$ cat config.mk
export PLATFORM = sky130hd
export DESIGN_NAME = kmc_keypad_menu
export DESIGN_NICKNAME = d
export VERILOG_FILES = /design/src/rtl/kmc_pkg.sv /design/src/rtl/kmc_key_filter.sv /design/src/rtl/kmc_lcd_feed.sv /design/src/rtl/kmc_keypad_menu.sv
export SDC_FILE = /design/constraint.sdc
export NUM_CORES = 1
export LEC_CHECK = 0
export CAP_MARGIN = 15
export CORE_UTILIZATION = 30
export CTS_CLUSTER_SIZE = 25
export DETAILED_ROUTE_END_ITERATION = 12
export DONT_BUFFER_PORTS = 1
export GPL_TIMING_DRIVEN = 0
export SLEW_MARGIN = 10
export SYNTH_ARGS = -nofsm -noshare
export SYNTH_HDL_FRONTEND = slang
export SYNTH_SLANG_ARGS = --single-unit
export TNS_END_PERCENT = 50
$ cat constraint.sdc
create_clock -name clk_i -period 4.87 [get_ports clk_i]
set_input_delay 0.487 -clock clk_i [delete_from_list [all_inputs] [get_ports clk_i]]
set_output_delay 0.487 -clock clk_i [all_outputs]
set_load 0.1 [all_outputs]
$ cat src/rtl/kmc_pkg.sv
// Constants, types and small decode functions for the keypad menu controller.
// Assumes a 50 MHz system clock and a synchronous, active-low reset.
package kmc_pkg;

	// ----------------------------------------------------------------
	// Timing
	// ----------------------------------------------------------------
	localparam int CLK_HZ     = 50_000_000;
	localparam int HOLD_MS    = 2000;
	localparam int TOUT_MS    = 10000;
	localparam int DEB_MS     = 10;
	localparam int BLINK_MS   = 500;
	localparam int HOLD_CYC   = CLK_HZ / 1000 * HOLD_MS;
	localparam int TOUT_CYC   = CLK_HZ / 1000 * TOUT_MS;
	localparam int DEB_CYC    = CLK_HZ / 1000 * DEB_MS;
	localparam int BLINK_CYC  = CLK_HZ / 1000 * BLINK_MS;
	localparam int CNT_W      = 30;

	// ----------------------------------------------------------------
	// Keys, menus, digits, display
	// ----------------------------------------------------------------
	localparam int NKEY       = 4;
	localparam int KEY_SETUP  = 0;
	localparam int KEY_UP     = 1;
	localparam int KEY_DOWN   = 2;
	localparam int KEY_ENTER  = 3;
	localparam int NDIG       = 6;
	localparam logic [2:0] NMENU_LAST = 3'h6;
	localparam logic [2:0] MENU_RST   = 3'h0;
	localparam logic [3:0] PARAM_RST  = 4'h0;
	localparam logic [2:0] CUR_RST    = 3'h0;
	localparam logic [2:0] CUR_LAST   = 3'h5;
	localparam logic [23:0] EDIT_RST  = 24'h000000;
	localparam int DISP_ROWS  = 2;
	localparam int DISP_COLS  = 16;
	localparam logic [3:0] DIG_COL    = 4'hA;
	localparam logic [3:0] COL_STATE  = 4'h0;
	localparam logic [3:0] COL_MENU   = 4'h2;
	localparam logic [3:0] COL_PTENS  = 4'h4;
	localparam logic [3:0] COL_PONES  = 4'h5;

	localparam logic [7:0] CH_SPACE = 8'h20;
	localparam logic [7:0] CH_ZERO  = 8'h30;
	localparam logic [7:0] CH_PLUS  = 8'h2B;
	localparam logic [7:0] CH_MINUS = 8'h2D;
	localparam logic [7:0] CH_N     = 8'h4E;
	localparam logic [7:0] CH_M     = 8'h4D;
	localparam logic [7:0] CH_C     = 8'h43;
	localparam logic [7:0] CH_P     = 8'h50;
	localparam logic [7:0] CH_S     = 8'h53;

	// ----------------------------------------------------------------
	// Interlock levels and states
	// ----------------------------------------------------------------
	localparam logic [1:0] LATCH_NONE  = 2'h0;
	localparam logic [1:0] LATCH_PARAM = 2'h1;
	localparam logic [1:0] LATCH_ALL   = 2'h2;

	typedef enum logic [2:0] {ST_NORMAL, ST_MENU, ST_PASS, ST_PARAM, ST_SETTING} kmc_state_e;

	// Parameter count of each menu, minus one
	function automatic logic [3:0] kmc_param_last(input logic [2:0] m);
		unique case (m)
			3'h0:    kmc_param_last = 4'h1;
			3'h1:    kmc_param_last = 4'h4;
			3'h2:    kmc_param_last = 4'h4;
			3'h3:    kmc_param_last = 4'h6;
			3'h4:    kmc_param_last = 4'hA;
			3'h5:    kmc_param_last = 4'h5;
			default: kmc_param_last = 4'h0;
		endcase
	endfunction

	// One decimal digit up or down, wrapping 0..9 without carry
	function automatic logic [3:0] kmc_digit_step(input logic [3:0] d, input logic up);
		if (up)
			kmc_digit_step = (d >= 4'h9) ? 4'h0 : d + 4'h1;
		else
			kmc_digit_step = (d == 4'h0 || d > 4'h9) ? 4'h9 : d - 4'h1;
	endfunction

endpackage

$ cat src/rtl/kmc_key_filter.sv
// Debounce filter for the four front keys.
// Assumes raw key levels active high and synchronous to clk_i.
`timescale 1ns/1ps
module kmc_key_filter #(
	parameter int DEB_CYCLES = kmc_pkg::DEB_CYC
) (
	input  wire logic                     clk_i,
	input  wire logic                     rst_b_i,
	input  wire logic [kmc_pkg::NKEY-1:0] key_i,
	output wire logic [kmc_pkg::NKEY-1:0] level_o,
	output wire logic [kmc_pkg::NKEY-1:0] press_o
);

	// ----------------------------------------------------------------
	// One filter per key
	// ----------------------------------------------------------------
	genvar g;
	generate
		for (g = 0; g < kmc_pkg::NKEY; g++) begin : g_key
			logic [kmc_pkg::CNT_W-1:0] cnt_r;
			logic                      stable_r;
			logic                      press_r;

			always_ff @(posedge clk_i) begin
				if (!rst_b_i) begin
					cnt_r    <= '0;
					stable_r <= 1'b0;
					press_r  <= 1'b0;
				end else begin
					press_r <= 1'b0;
					if (key_i[g] == stable_r) begin
						cnt_r <= '0;
					end else if (cnt_r == kmc_pkg::CNT_W'(DEB_CYCLES - 1)) begin
						cnt_r    <= '0;
						stable_r <= key_i[g];
						press_r  <= key_i[g]; // [RQ21]
					end else begin
						cnt_r <= cnt_r + kmc_pkg::CNT_W'(1);
					end
				end
			end

			assign level_o[g] = stable_r;
			assign press_o[g] = press_r;
		end
	endgenerate

endmodule // kmc_key_filter

$ cat src/rtl/kmc_lcd_feed.sv
// Refresh of a two-row, sixteen-column character display.
// Assumes a display port that takes one character per write strobe.
`timescale 1ns/1ps
module kmc_lcd_feed #(
	parameter int BLINK_CYCLES = kmc_pkg::BLINK_CYC
) (
	input  wire logic                clk_i,
	input  wire logic                rst_b_i,
	input  kmc_pkg::kmc_state_e      state_i,
	input  wire logic [2:0]          menu_i,
	input  wire logic [3:0]          param_i,
	input  wire logic [23:0]         value_i,
	input  wire logic [2:0]          cursor_i,
	input  wire logic                signed_i,
	input  wire logic                blink_en_i,
	output logic      [4:0]          lcd_pos_o,
	output logic      [7:0]          lcd_char_o,
	output logic                     lcd_we_o
);

	logic [4:0]                pos_r;
	logic [kmc_pkg::CNT_W-1:0] blink_cnt_r;
	logic                      blink_r;
	logic [3:0]                col;
	logic [2:0]                idx;
	logic [3:0]                dig;
	logic [7:0]                ch;

	// ----------------------------------------------------------------
	// Scan position and blink phase
	// ----------------------------------------------------------------
	always_ff @(posedge clk_i) begin
		if (!rst_b_i) begin
			blink_cnt_r <= '0;
			blink_r     <= 1'b0;
		end else if (blink_cnt_r == kmc_pkg::CNT_W'(BLINK_CYCLES - 1)) begin
			blink_cnt_r <= '0;
			blink_r     <= ~blink_r; // [RQ16]
		end else begin
			blink_cnt_r <= blink_cnt_r + kmc_pkg::CNT_W'(1);
		end
	end

	always_ff @(posedge clk_i) begin
		if (!rst_b_i) begin
			pos_r      <= 5'h00;
			lcd_pos_o  <= 5'h00;
			lcd_char_o <= kmc_pkg::CH_SPACE;
			lcd_we_o   <= 1'b0;
		end else begin
			pos_r      <= pos_r + 5'h01;
			lcd_pos_o  <= pos_r;
			lcd_char_o <= ch;
			lcd_we_o   <= 1'b1; // [RQ1]
		end
	end

	// ----------------------------------------------------------------
	// Character at the scan position
	// ----------------------------------------------------------------
	always_comb begin
		col = pos_r[3:0];
		idx = 3'(4'hF - col);
		dig = value_i[{idx, 2'b00} +: 4];
		ch  = kmc_pkg::CH_SPACE;
		if (!pos_r[4]) begin
			if (col == kmc_pkg::COL_STATE) begin
				unique case (state_i)
					kmc_pkg::ST_NORMAL:  ch = kmc_pkg::CH_N;
					kmc_pkg::ST_MENU:    ch = kmc_pkg::CH_M;
					kmc_pkg::ST_PASS:    ch = kmc_pkg::CH_C;
					kmc_pkg::ST_PARAM:   ch = kmc_pkg::CH_P;
					kmc_pkg::ST_SETTING: ch = kmc_pkg::CH_S;
				endcase
			end else if (col == kmc_pkg::COL_MENU) begin
				ch = kmc_pkg::CH_ZERO + {5'h00, menu_i};
			end else if (col == kmc_pkg::COL_PTENS) begin
				ch = kmc_pkg::CH_ZERO + {7'h00, (param_i > 4'h9)};
			end else if (col == kmc_pkg::COL_PONES) begin
				ch = kmc_pkg::CH_ZERO + {4'h0, (param_i > 4'h9) ? param_i - 4'hA : param_i};
			end
		end else if (col >= kmc_pkg::DIG_COL) begin
			ch = kmc_pkg::CH_ZERO + {4'h0, dig}; // [RQ1]
			if (signed_i && idx == kmc_pkg::CUR_LAST)
				ch = dig[0] ? kmc_pkg::CH_MINUS : kmc_pkg::CH_PLUS; // [RQ15]
			if (blink_en_i && blink_r && idx == cursor_i)
				ch = kmc_pkg::CH_SPACE; // [RQ16]
		end
	end

endmodule // kmc_lcd_feed

$ cat src/rtl/kmc_keypad_menu.sv
// Front-panel keypad and setup menu controller.
// Assumes a parameter store that answers combinationally on par_* inputs.
`timescale 1ns/1ps
// Behaviour
// RQ1 - Drive two-row sixteen-character display with menus, status
// RQ2 - Key meaning depends on normal or setup state
// RQ3 - Normal keys fire their configured command functions
// RQ4 - Three protection stages: none, password, hardware latch
// RQ5 - Separate password held for each parameter group
// RQ6 - Protected group asks for its password first
// RQ7 - Password not done in time: refuse, go normal
// RQ8 - Latch by input or register; level 1/2
// RQ9 - Setup entered after setup key held two seconds
// RQ10 - Menu level: save/exit, next, previous, descend
// RQ11 - Parameter level: back, next, previous, descend
// RQ12 - Setting level: validate, store, return to parameters
// RQ13 - Setting level: up/down change digit under cursor
// RQ14 - Enter moves cursor left, wraps to rightmost
// RQ15 - Signed leading digit toggles plus and minus only
// RQ16 - Cursor digit blinks, starts at rightmost digit
// RQ17 - Setup key steps one level back
// RQ18 - Ten seconds idle steps back, restarts count
// RQ19 - Factory default restore for all parameters, passwords
// RQ20 - Control inputs held at least two milliseconds; lock_in_i is used with no hold filter
// RQ21 - Each key debounced into one press event
// RQ22 - Digit steps wrap zero to nine, no carry
module kmc_keypad_menu #(
	parameter int HOLD_CYCLES  = kmc_pkg::HOLD_CYC,
	parameter int TOUT_CYCLES  = kmc_pkg::TOUT_CYC,
	parameter int DEB_CYCLES   = kmc_pkg::DEB_CYC,
	parameter int BLINK_CYCLES = kmc_pkg::BLINK_CYC
) (
	input  wire logic                     clk_i,
	input  wire logic                     rst_b_i,
	input  wire logic [kmc_pkg::NKEY-1:0] key_raw_i,
	input  wire logic                     lock_in_i,
	input  wire logic                     lock_pol_i,
	input  wire logic [1:0]               lock_in_lvl_i,
	input  wire logic [1:0]               lock_reg_i,
	input  wire logic [23:0]              par_value_i,
	input  wire logic                     par_signed_i,
	input  wire logic                     par_select_i,
	input  wire logic                     par_ok_i,
	input  wire logic [6:0]               grp_prot_i,
	input  wire logic [23:0]              grp_pwd_i,
	input  wire logic [23:0]              status_i,
	output logic                          cmd_go_o,
	output logic      [1:0]               cmd_key_o,
	output logic      [2:0]               menu_o,
	output logic      [3:0]               param_o,
	output logic                          par_wr_o,
	output logic      [23:0]              par_wdata_o,
	output logic                          save_o,
	output logic                          dflt_o,
	output logic                          setup_o,
	output logic                          entry_err_o,
	output logic      [4:0]               lcd_pos_o,
	output logic      [7:0]               lcd_char_o,
	output logic                          lcd_we_o
);

	logic [kmc_pkg::NKEY-1:0]  key_lvl;
	logic [kmc_pkg::NKEY-1:0]  key_prs;
	logic [kmc_pkg::NKEY-1:0]  key_ev;
	kmc_pkg::kmc_state_e       state_r;
	kmc_pkg::kmc_state_e       state_nxt;
	logic [2:0]                menu_nxt;
	logic [3:0]                param_nxt;
	logic [2:0]                cur_r;
	logic [2:0]                cur_nxt;
	logic [23:0]               edit_r;
	logic [23:0]               edit_nxt;
	logic [1:0]                latch_r;
	logic [1:0]                lvl_in;
	logic [kmc_pkg::CNT_W-1:0] hold_cnt_r;
	logic [kmc_pkg::CNT_W-1:0] dflt_cnt_r;
	logic [kmc_pkg::CNT_W-1:0] tout_cnt_r;
	logic                      hold_hit;
	logic                      dflt_hit;
	logic                      tout_hit;
	logic                      cmd_go_nxt;
	logic [1:0]                cmd_key_nxt;
	logic                      par_wr_nxt;
	logic                      save_nxt;
	logic                      err_nxt;
	logic [23:0]               disp_val;

	// Apply one up/down step to the digit under the cursor
	function automatic logic [23:0] kmc_edit(input logic [23:0] v, input logic [2:0] c,
		input logic up, input logic sgn);
		logic [23:0] r;
		r = v;
		for (int i = 0; i < kmc_pkg::NDIG; i++) begin
			if (c == 3'(i)) begin
				if (sgn && c == kmc_pkg::CUR_LAST)
					r[i*4 +: 4] = {3'h0, ~v[i*4]}; // [RQ15]
				else
					r[i*4 +: 4] = kmc_pkg::kmc_digit_step(v[i*4 +: 4], up); // [RQ13] [RQ22]
			end
		end
		return r;
	endfunction

	// ----------------------------------------------------------------
	// Key filtering
	// ----------------------------------------------------------------
	kmc_key_filter #(
		.DEB_CYCLES (DEB_CYCLES)
	) u_keys (
		.clk_i   (clk_i),
		.rst_b_i (rst_b_i),
		.key_i   (key_raw_i),
		.level_o (key_lvl),
		.press_o (key_prs)
	);

	// ----------------------------------------------------------------
	// Interlock level
	// ----------------------------------------------------------------
	// Control input is taken as held long enough by the driver [RQ20]
	assign lvl_in = (lock_in_i == lock_pol_i) ? lock_in_lvl_i : kmc_pkg::LATCH_NONE;

	always_ff @(posedge clk_i) begin
		if (!rst_b_i)
			latch_r <= kmc_pkg::LATCH_NONE;
		else
			latch_r <= (lvl_in > lock_reg_i) ? lvl_in : lock_reg_i; // [RQ8]
	end

	assign key_ev = (latch_r >= kmc_pkg::LATCH_ALL) ? '0 : key_prs; // [RQ8] [RQ4]

	// ----------------------------------------------------------------
	// Hold, default and idle timers
	// ----------------------------------------------------------------
	always_ff @(posedge clk_i) begin
		if (!rst_b_i || !key_lvl[kmc_pkg::KEY_SETUP])
			hold_cnt_r <= '0;
		else if (hold_cnt_r != kmc_pkg::CNT_W'(HOLD_CYCLES))
			hold_cnt_r <= hold_cnt_r + kmc_pkg::CNT_W'(1);
	end
	assign hold_hit = (hold_cnt_r == kmc_pkg::CNT_W'(HOLD_CYCLES - 1)); // [RQ9]

	always_ff @(posedge clk_i) begin
		if (!rst_b_i || !(key_lvl[kmc_pkg::KEY_UP] && key_lvl[kmc_pkg::KEY_DOWN]))
			dflt_cnt_r <= '0;
		else if (dflt_cnt_r != kmc_pkg::CNT_W'(HOLD_CYCLES))
			dflt_cnt_r <= dflt_cnt_r + kmc_pkg::CNT_W'(1);
	end
	assign dflt_hit = (dflt_cnt_r == kmc_pkg::CNT_W'(HOLD_CYCLES - 1)); // [RQ19]

	always_ff @(posedge clk_i) begin
		if (!rst_b_i || state_r == kmc_pkg::ST_NORMAL || |key_ev || tout_hit)
			tout_cnt_r <= '0; // [RQ18]
		else
			tout_cnt_r <= tout_cnt_r + kmc_pkg::CNT_W'(1);
	end
	assign tout_hit = (tout_cnt_r == kmc_pkg::CNT_W'(TOUT_CYCLES - 1));

	// ----------------------------------------------------------------
	// Menu state decode
	// ----------------------------------------------------------------
	always_comb begin
		state_nxt   = state_r;
		menu_nxt    = menu_o;
		param_nxt   = param_o;
		cur_nxt     = cur_r;
		edit_nxt    = edit_r;
		cmd_go_nxt  = 1'b0;
		cmd_key_nxt = cmd_key_o;
		par_wr_nxt  = 1'b0;
		save_nxt    = 1'b0;
		err_nxt     = 1'b0;
		unique case (state_r) // [RQ2]
			kmc_pkg::ST_NORMAL: begin
				if (hold_hit && latch_r == kmc_pkg::LATCH_NONE) begin
					state_nxt = kmc_pkg::ST_MENU; // [RQ9]
					menu_nxt  = kmc_pkg::MENU_RST;
				end else if (|key_ev[kmc_pkg::KEY_ENTER:kmc_pkg::KEY_UP]) begin
					cmd_go_nxt = 1'b1; // [RQ3]
					if (key_ev[kmc_pkg::KEY_UP])
						cmd_key_nxt = 2'h1;
					else if (key_ev[kmc_pkg::KEY_DOWN])
						cmd_key_nxt = 2'h2;
					else
						cmd_key_nxt = 2'h3;
				end
			end
			kmc_pkg::ST_MENU: begin
				if (key_ev[kmc_pkg::KEY_SETUP] || tout_hit) begin
					state_nxt = kmc_pkg::ST_NORMAL; // [RQ10] [RQ17] [RQ18]
					save_nxt  = 1'b1;
				end else if (key_ev[kmc_pkg::KEY_UP]) begin
					menu_nxt = (menu_o == kmc_pkg::NMENU_LAST) ? 3'h0 : menu_o + 3'h1; // [RQ10]
				end else if (key_ev[kmc_pkg::KEY_DOWN]) begin
					menu_nxt = (menu_o == 3'h0) ? kmc_pkg::NMENU_LAST : menu_o - 3'h1; // [RQ10]
				end else if (key_ev[kmc_pkg::KEY_ENTER]) begin
					param_nxt = kmc_pkg::PARAM_RST;
					if (grp_prot_i[menu_o]) begin
						state_nxt = kmc_pkg::ST_PASS; // [RQ6] [RQ4]
						edit_nxt  = kmc_pkg::EDIT_RST;
						cur_nxt   = kmc_pkg::CUR_RST;
					end else begin
						state_nxt = kmc_pkg::ST_PARAM; // [RQ10]
					end
				end
			end
			kmc_pkg::ST_PASS: begin
				if (key_ev[kmc_pkg::KEY_SETUP]) begin
					if (edit_r == grp_pwd_i) begin
						state_nxt = kmc_pkg::ST_PARAM; // [RQ5] [RQ6]
					end else begin
						state_nxt = kmc_pkg::ST_NORMAL; // [RQ7]
						err_nxt   = 1'b1;
					end
				end else if (key_ev[kmc_pkg::KEY_UP] || key_ev[kmc_pkg::KEY_DOWN]) begin
					edit_nxt = kmc_edit(edit_r, cur_r, key_ev[kmc_pkg::KEY_UP], 1'b0);
				end else if (key_ev[kmc_pkg::KEY_ENTER]) begin
					cur_nxt = (cur_r == kmc_pkg::CUR_LAST) ? 3'h0 : cur_r + 3'h1;
				end else if (tout_hit) begin
					state_nxt = kmc_pkg::ST_NORMAL; // [RQ7]
					err_nxt   = 1'b1;
				end
			end
			kmc_pkg::ST_PARAM: begin
				if (key_ev[kmc_pkg::KEY_SETUP] || tout_hit) begin
					state_nxt = kmc_pkg::ST_MENU; // [RQ11] [RQ17] [RQ18]
				end else if (key_ev[kmc_pkg::KEY_UP]) begin
					param_nxt = (param_o == kmc_pkg::kmc_param_last(menu_o)) ? 4'h0
						: param_o + 4'h1; // [RQ11]
				end else if (key_ev[kmc_pkg::KEY_DOWN]) begin
					param_nxt = (param_o == 4'h0) ? kmc_pkg::kmc_param_last(menu_o)
						: param_o - 4'h1; // [RQ11]
				end else if (key_ev[kmc_pkg::KEY_ENTER]) begin
					state_nxt = kmc_pkg::ST_SETTING; // [RQ11]
					edit_nxt  = par_value_i;
					cur_nxt   = kmc_pkg::CUR_RST; // [RQ16]
				end
			end
			kmc_pkg::ST_SETTING: begin
				if (key_ev[kmc_pkg::KEY_SETUP]) begin
					state_nxt  = kmc_pkg::ST_PARAM; // [RQ12] [RQ17]
					par_wr_nxt = par_ok_i;
					err_nxt    = ~par_ok_i;
				end else if (key_ev[kmc_pkg::KEY_UP] || key_ev[kmc_pkg::KEY_DOWN]) begin
					edit_nxt = kmc_edit(edit_r, cur_r, key_ev[kmc_pkg::KEY_UP],
						par_signed_i && !par_select_i); // [RQ13]
				end else if (key_ev[kmc_pkg::KEY_ENTER] && !par_select_i) begin
					cur_nxt = (cur_r == kmc_pkg::CUR_LAST) ? 3'h0 : cur_r + 3'h1; // [RQ14]
				end else if (tout_hit) begin
					state_nxt = kmc_pkg::ST_PARAM; // [RQ18]
				end
			end
		endcase
		if (state_r != kmc_pkg::ST_NORMAL && latch_r != kmc_pkg::LATCH_NONE) begin
			state_nxt  = kmc_pkg::ST_NORMAL; // [RQ8]
			par_wr_nxt = 1'b0;
		end
		if (dflt_hit)
			state_nxt = kmc_pkg::ST_NORMAL; // [RQ19]
	end

	// ----------------------------------------------------------------
	// State, position and edit registers
	// ----------------------------------------------------------------
	always_ff @(posedge clk_i) begin
		if (!rst_b_i) begin
			state_r <= kmc_pkg::ST_NORMAL;
			setup_o <= 1'b0;
		end else begin
			state_r <= state_nxt;
			setup_o <= (state_nxt != kmc_pkg::ST_NORMAL);
		end
	end

	always_ff @(posedge clk_i) begin
		if (!rst_b_i) begin
			menu_o  <= kmc_pkg::MENU_RST;
			param_o <= kmc_pkg::PARAM_RST;
		end else begin
			menu_o  <= menu_nxt;
			param_o <= param_nxt;
		end
	end

	always_ff @(posedge clk_i) begin
		if (!rst_b_i) begin
			cur_r  <= kmc_pkg::CUR_RST;
			edit_r <= kmc_pkg::EDIT_RST;
		end else begin
			cur_r  <= cur_nxt;
			edit_r <= edit_nxt;
		end
	end

	assign par_wdata_o = edit_r;

	// ----------------------------------------------------------------
	// Event pulses
	// ----------------------------------------------------------------
	always_ff @(posedge clk_i) begin
		if (!rst_b_i) begin
			cmd_go_o    <= 1'b0;
			cmd_key_o   <= 2'h0;
			par_wr_o    <= 1'b0;
			save_o      <= 1'b0;
			dflt_o      <= 1'b0;
			entry_err_o <= 1'b0;
		end else begin
			cmd_go_o    <= cmd_go_nxt;
			cmd_key_o   <= cmd_key_nxt;
			par_wr_o    <= par_wr_nxt; // [RQ12]
			save_o      <= save_nxt;
			dflt_o      <= dflt_hit; // [RQ19]
			entry_err_o <= err_nxt;
		end
	end

	// ----------------------------------------------------------------
	// Display
	// ----------------------------------------------------------------
	always_comb begin
		if (state_r == kmc_pkg::ST_SETTING || state_r == kmc_pkg::ST_PASS)
			disp_val = edit_r;
		else if (state_r == kmc_pkg::ST_NORMAL)
			disp_val = status_i;
		else
			disp_val = par_value_i;
	end

	kmc_lcd_feed #(
		.BLINK_CYCLES (BLINK_CYCLES)
	) u_lcd (
		.clk_i      (clk_i),
		.rst_b_i    (rst_b_i),
		.state_i    (state_r),
		.menu_i     (menu_o),
		.param_i    (param_o),
		.value_i    (disp_val),
		.cursor_i   (cur_r),
		.signed_i   (state_r == kmc_pkg::ST_SETTING && par_signed_i),
		.blink_en_i (state_r == kmc_pkg::ST_SETTING || state_r == kmc_pkg::ST_PASS),
		.lcd_pos_o  (lcd_pos_o),
		.lcd_char_o (lcd_char_o),
		.lcd_we_o   (lcd_we_o)
	);

endmodule // kmc_keypad_menu

==> impl_results.md <==
* Status: complete, no violations
* CP arrival at between 4 and 5 ns
* Share of layout cells above drive strength 1 at 0.0602
* Placed cell area at 0.0179 mm^2
* Mapped Area at 0.0167 mm^2
* Design area at 0.0192 mm^2
* Critical Path End Type: flop
* First DRT Iteration DRCs at 1106
* Max cap viols at 0
* PortBufs at 0
* Ant. Diodes at 0
* Clock Tree Buf Depth at 3
* First-pass DRT Iterations at 6
* First-pass GRT wire length at roughly 75000 um
* Fraction of registers with async set/reset at 0
* Crit-path slowest cell: dfxtp_1
* # rows at 86
* Hold buffers post-CTS at 1
* Routed wire length at approximately 47000 um
* Clock sinks at ~310
* Final ANT Viol Nets at 0
* CP Capture Point: setup_o
* Worst Max-Slew Pin Slew at ~1.3 ns
* Critical Path, Cell by Cell: clkbuf_1 > xor2_1 > nor2_1 > nand4_1 > nor4_1 > o21bai_1 > and4b_1 > or3_1
* WP buf/inv at 1
* Setup TNS at 0 ns
* Final hold violations at 0
* Data required, critical path at approximately 5.4 ns
* Total number of vias at 14.8k
* Worst clock skew at between 0.02 and 0.03 ns
* CP Launch Point: par_wdata_o[10]
* Kind of critical path: reg -> reg
* Crit Reg-Reg Endpoint: setup_o
* Fmax at approximately 280 MHz
* Tot Pwr at between 0.005 and 0.006 W
* Slew Limit Fails at 0
* Chip width at 238 um
* WL per Instance at between 15 and 20 um
* Seq cells post-synth at 314
* Avg Inst Size Synth at 8.22 um^2
* Slew headroom at 0.159
* CTS Root Cell: clkbuf_16
* Area Growth Syn to Fin at 14.7%
* CP max FO at 9
* Vias in the first global route at 14.0k
* CP peak stage delay at 0.96 ns
* Clock latency on the worst-skew pair at approximately 0.56 ns
* Pleak at 6.41 nW
* Core area at 0.0551 mm^2
* Fin crit period at 3.59 ns
* Sequential fraction of the synthesis area at 0.376
* Layout Nets at 2239
* DIE AREA at 0.0567 mm^2
* Detail Placement HPWL at around 35000 um
* Post-CTS setup repair buffer count at 0
* Vias per cell at a little over 5
* # DRC at 0
* CTS resizes at 0
* # fillers at between 5k and 6k
* RSZ-0062 raised after global routing: no
* Main flop type after synthesis: dfxtp_1
* CP delay by family, top: simple AND/OR/NAND/NOR gates
* Grt ovf at 0
* Total track usage at 0.162
* Clk slew on worst S/H paths at 0.06 ns
* Reg2reg start: par_wdata_o[10]
* CTS HTree Levels at 2
* CTS tree: done
* Antenna violations before repair at 1
* IO Count at between 100 and 150
* Syn nets at 2176
* Final setup viols at 0
* Reg2Reg Setup Slack at 1.28 ns
* Post-route clock period utilization at 0.738
* R2R cell count at 8
* Maximum VDD drop at 185 uV
* Netlist cell types at 80
* Post-synth EDFFs at 0
* Largest net degree at the start of global routing at 14
* Levels on crit path at 8
* PD cells at 286 mW/mm^2
* RePlAce Congestion at roughly 0.91
* Crit start category: flop
* Die H at ~240 um
* Hold crit path type: in -> reg
* Cts bufs inserted at 36
* Yosys warning count at 0
* Gate Count Post-Synth at between 2k and 2.5k
* Starting density of the core at 0.304
-- how the worst min path moves through the flow --
stage	startpoint	endpoint	slack (ns)	cells after the start
3_3_place_gp	tout_cnt_r[0]	tout_cnt_r[0]	0.42	1
2_1_floorplan	tout_cnt_r[0]	tout_cnt_r[0]	0.41	1
5_1_grt	key_raw_i[1]	u_keys.g_key[1].stable_r	0.11	2
4_1_cts	key_raw_i[0]	u_keys.g_key[0].stable_r	0.07	2
6_report	key_raw_i[0]	u_keys.g_key[0].stable_r	0.09	2
3_5_place_dp	tout_cnt_r[0]	tout_cnt_r[0]	0.43	1
-- area by class of cell --
class	count	area, um^2	share of cell area
multi-input cells	1571	9850	0.513
flip-flops and latches	314	6290	0.328
clock buffers	52	1040	0.0543
well taps	748	936	0.0488
repair buffers	25	373	0.0194
plain buffers	87	357	0.0186
inverters	63	236	0.0123
clock inverters	13	103	0.00535
-- synthesized netlist by cell type, types with 9 or more instances --
| master | n | share of area |
|---|---|---|
| a22oi_1 | 11 | 0.0049 |
| ha_1 | 47 | 0.035 |
| nand3b_1 | 11 | 0.0049 |
| nor2_1 | 334 | 0.075 |
| a31oi_1 | 9 | 0.0034 |
| o22ai_1 | 12 | 0.0045 |
| or3_1 | 43 | 0.016 |
| o31ai_1 | 14 | 0.0063 |
| nand4_1 | 45 | 0.017 |
| dfxtp_1 | 314 | 0.38 |
| mux2i_1 | 19 | 0.011 |
| o21bai_1 | 9 | 0.0040 |
| nor4_1 | 30 | 0.011 |
| nor4b_1 | 11 | 0.0058 |
| nand2_1 | 165 | 0.037 |
| clkbuf_1 | 72 | 0.016 |
| nor3_1 | 41 | 0.012 |
| and3_1 | 56 | 0.021 |
| xor2_1 | 130 | 0.068 |
| a21oi_1 | 95 | 0.028 |
| a211oi_1 | 24 | 0.011 |
| and2_1 | 17 | 0.0064 |
| inv_1 | 62 | 0.014 |
| and4_1 | 17 | 0.0089 |
| mux4_2 | 12 | 0.016 |
| buf_2 | 9 | 0.0027 |
| nand2b_1 | 18 | 0.0067 |
| xnor2_1 | 98 | 0.051 |
| o21ai_0 | 68 | 0.020 |
| nor2b_1 | 15 | 0.0056 |
| nand3_1 | 100 | 0.030 |
-- layout by cell type (no fill, tap or decap), drive strengths merged, types with 45 or more instances in the layout --
cell type	instances
xnor2	98
and3	56
xor2	130
nand2	166
or3	45
o21ai	69
inv	64
a21oi	95
clkbuf	130
nand3	102
ha	47
nor2	335
dfxtp	314
nor3	49
nand4	46
-- stage by stage --
step                hold WS (ns)  utilization  setup slack [ns]  std cells
global placement           0.423        0.321              1.17       2783
global route               0.110        0.348              1.26       2873
finish                    0.0934        0.348              1.28       2873
floorplan                  0.413            -              1.90       2035
detailed placement         0.432        0.325              1.39       2799
CTS                       0.0674        0.346              1.37       2865
-- worst register-to-register path: stages (launching register included) --
cell and delay (ns):
dfxtp_1 0.96, clkbuf_1 0.53, xor2_1 0.14, nor2_1 0.31
nand4_1 0.15, nor4_1 0.89, o21bai_1 0.10, and4b_1 0.29
or3_1 0.15
-- cell families after synthesis --
family | share of synthesized area
AND/OR/NAND/NOR | 0.289
flip-flops | 0.376
AO/OA/AOI/OAI | 0.116
XOR/XNOR | 0.119
buffers and inverters | 0.0355
adder cells (fa/ha/maj) | 0.0352
multiplexers | 0.0289
other | 0.000224
-- state kept, by name, summed over array words and instances, names as in the netlist, 5 cells and up --
name / flops
u_lcd.lcd_pos_o: 5
par_wdata_o: 24
tout_cnt_r: 30
hold_cnt_r: 30
u_lcd.pos_r: 5
u_keys.g_key.cnt_r: 120
dflt_cnt_r: 30
u_lcd.blink_cnt_r: 30
u_lcd.lcd_char_o: 7
-- power by group --
part           switching (W)  total (W)  internal, W
registers          0.0000692    0.00265      0.00259
logic               0.000120   0.000181    0.0000613
clock network        0.00110    0.00265      0.00155
-- layer usage --
metal | wire length, um | vias up | global-route usage | part of all wire
met3 | 3530 | 76 | 0.0374 | 0.075
li1 | - | 7258 | - | -
met4 | 1140 | 2 | 0.0556 | 0.024
met1 | 21100 | 7010 | 0.212 | 0.45
met5 | 13 | - | 0 | 0.00028
met2 | 21100 | 431 | 0.261 | 0.45
Power figures use the tool's default switching activity.
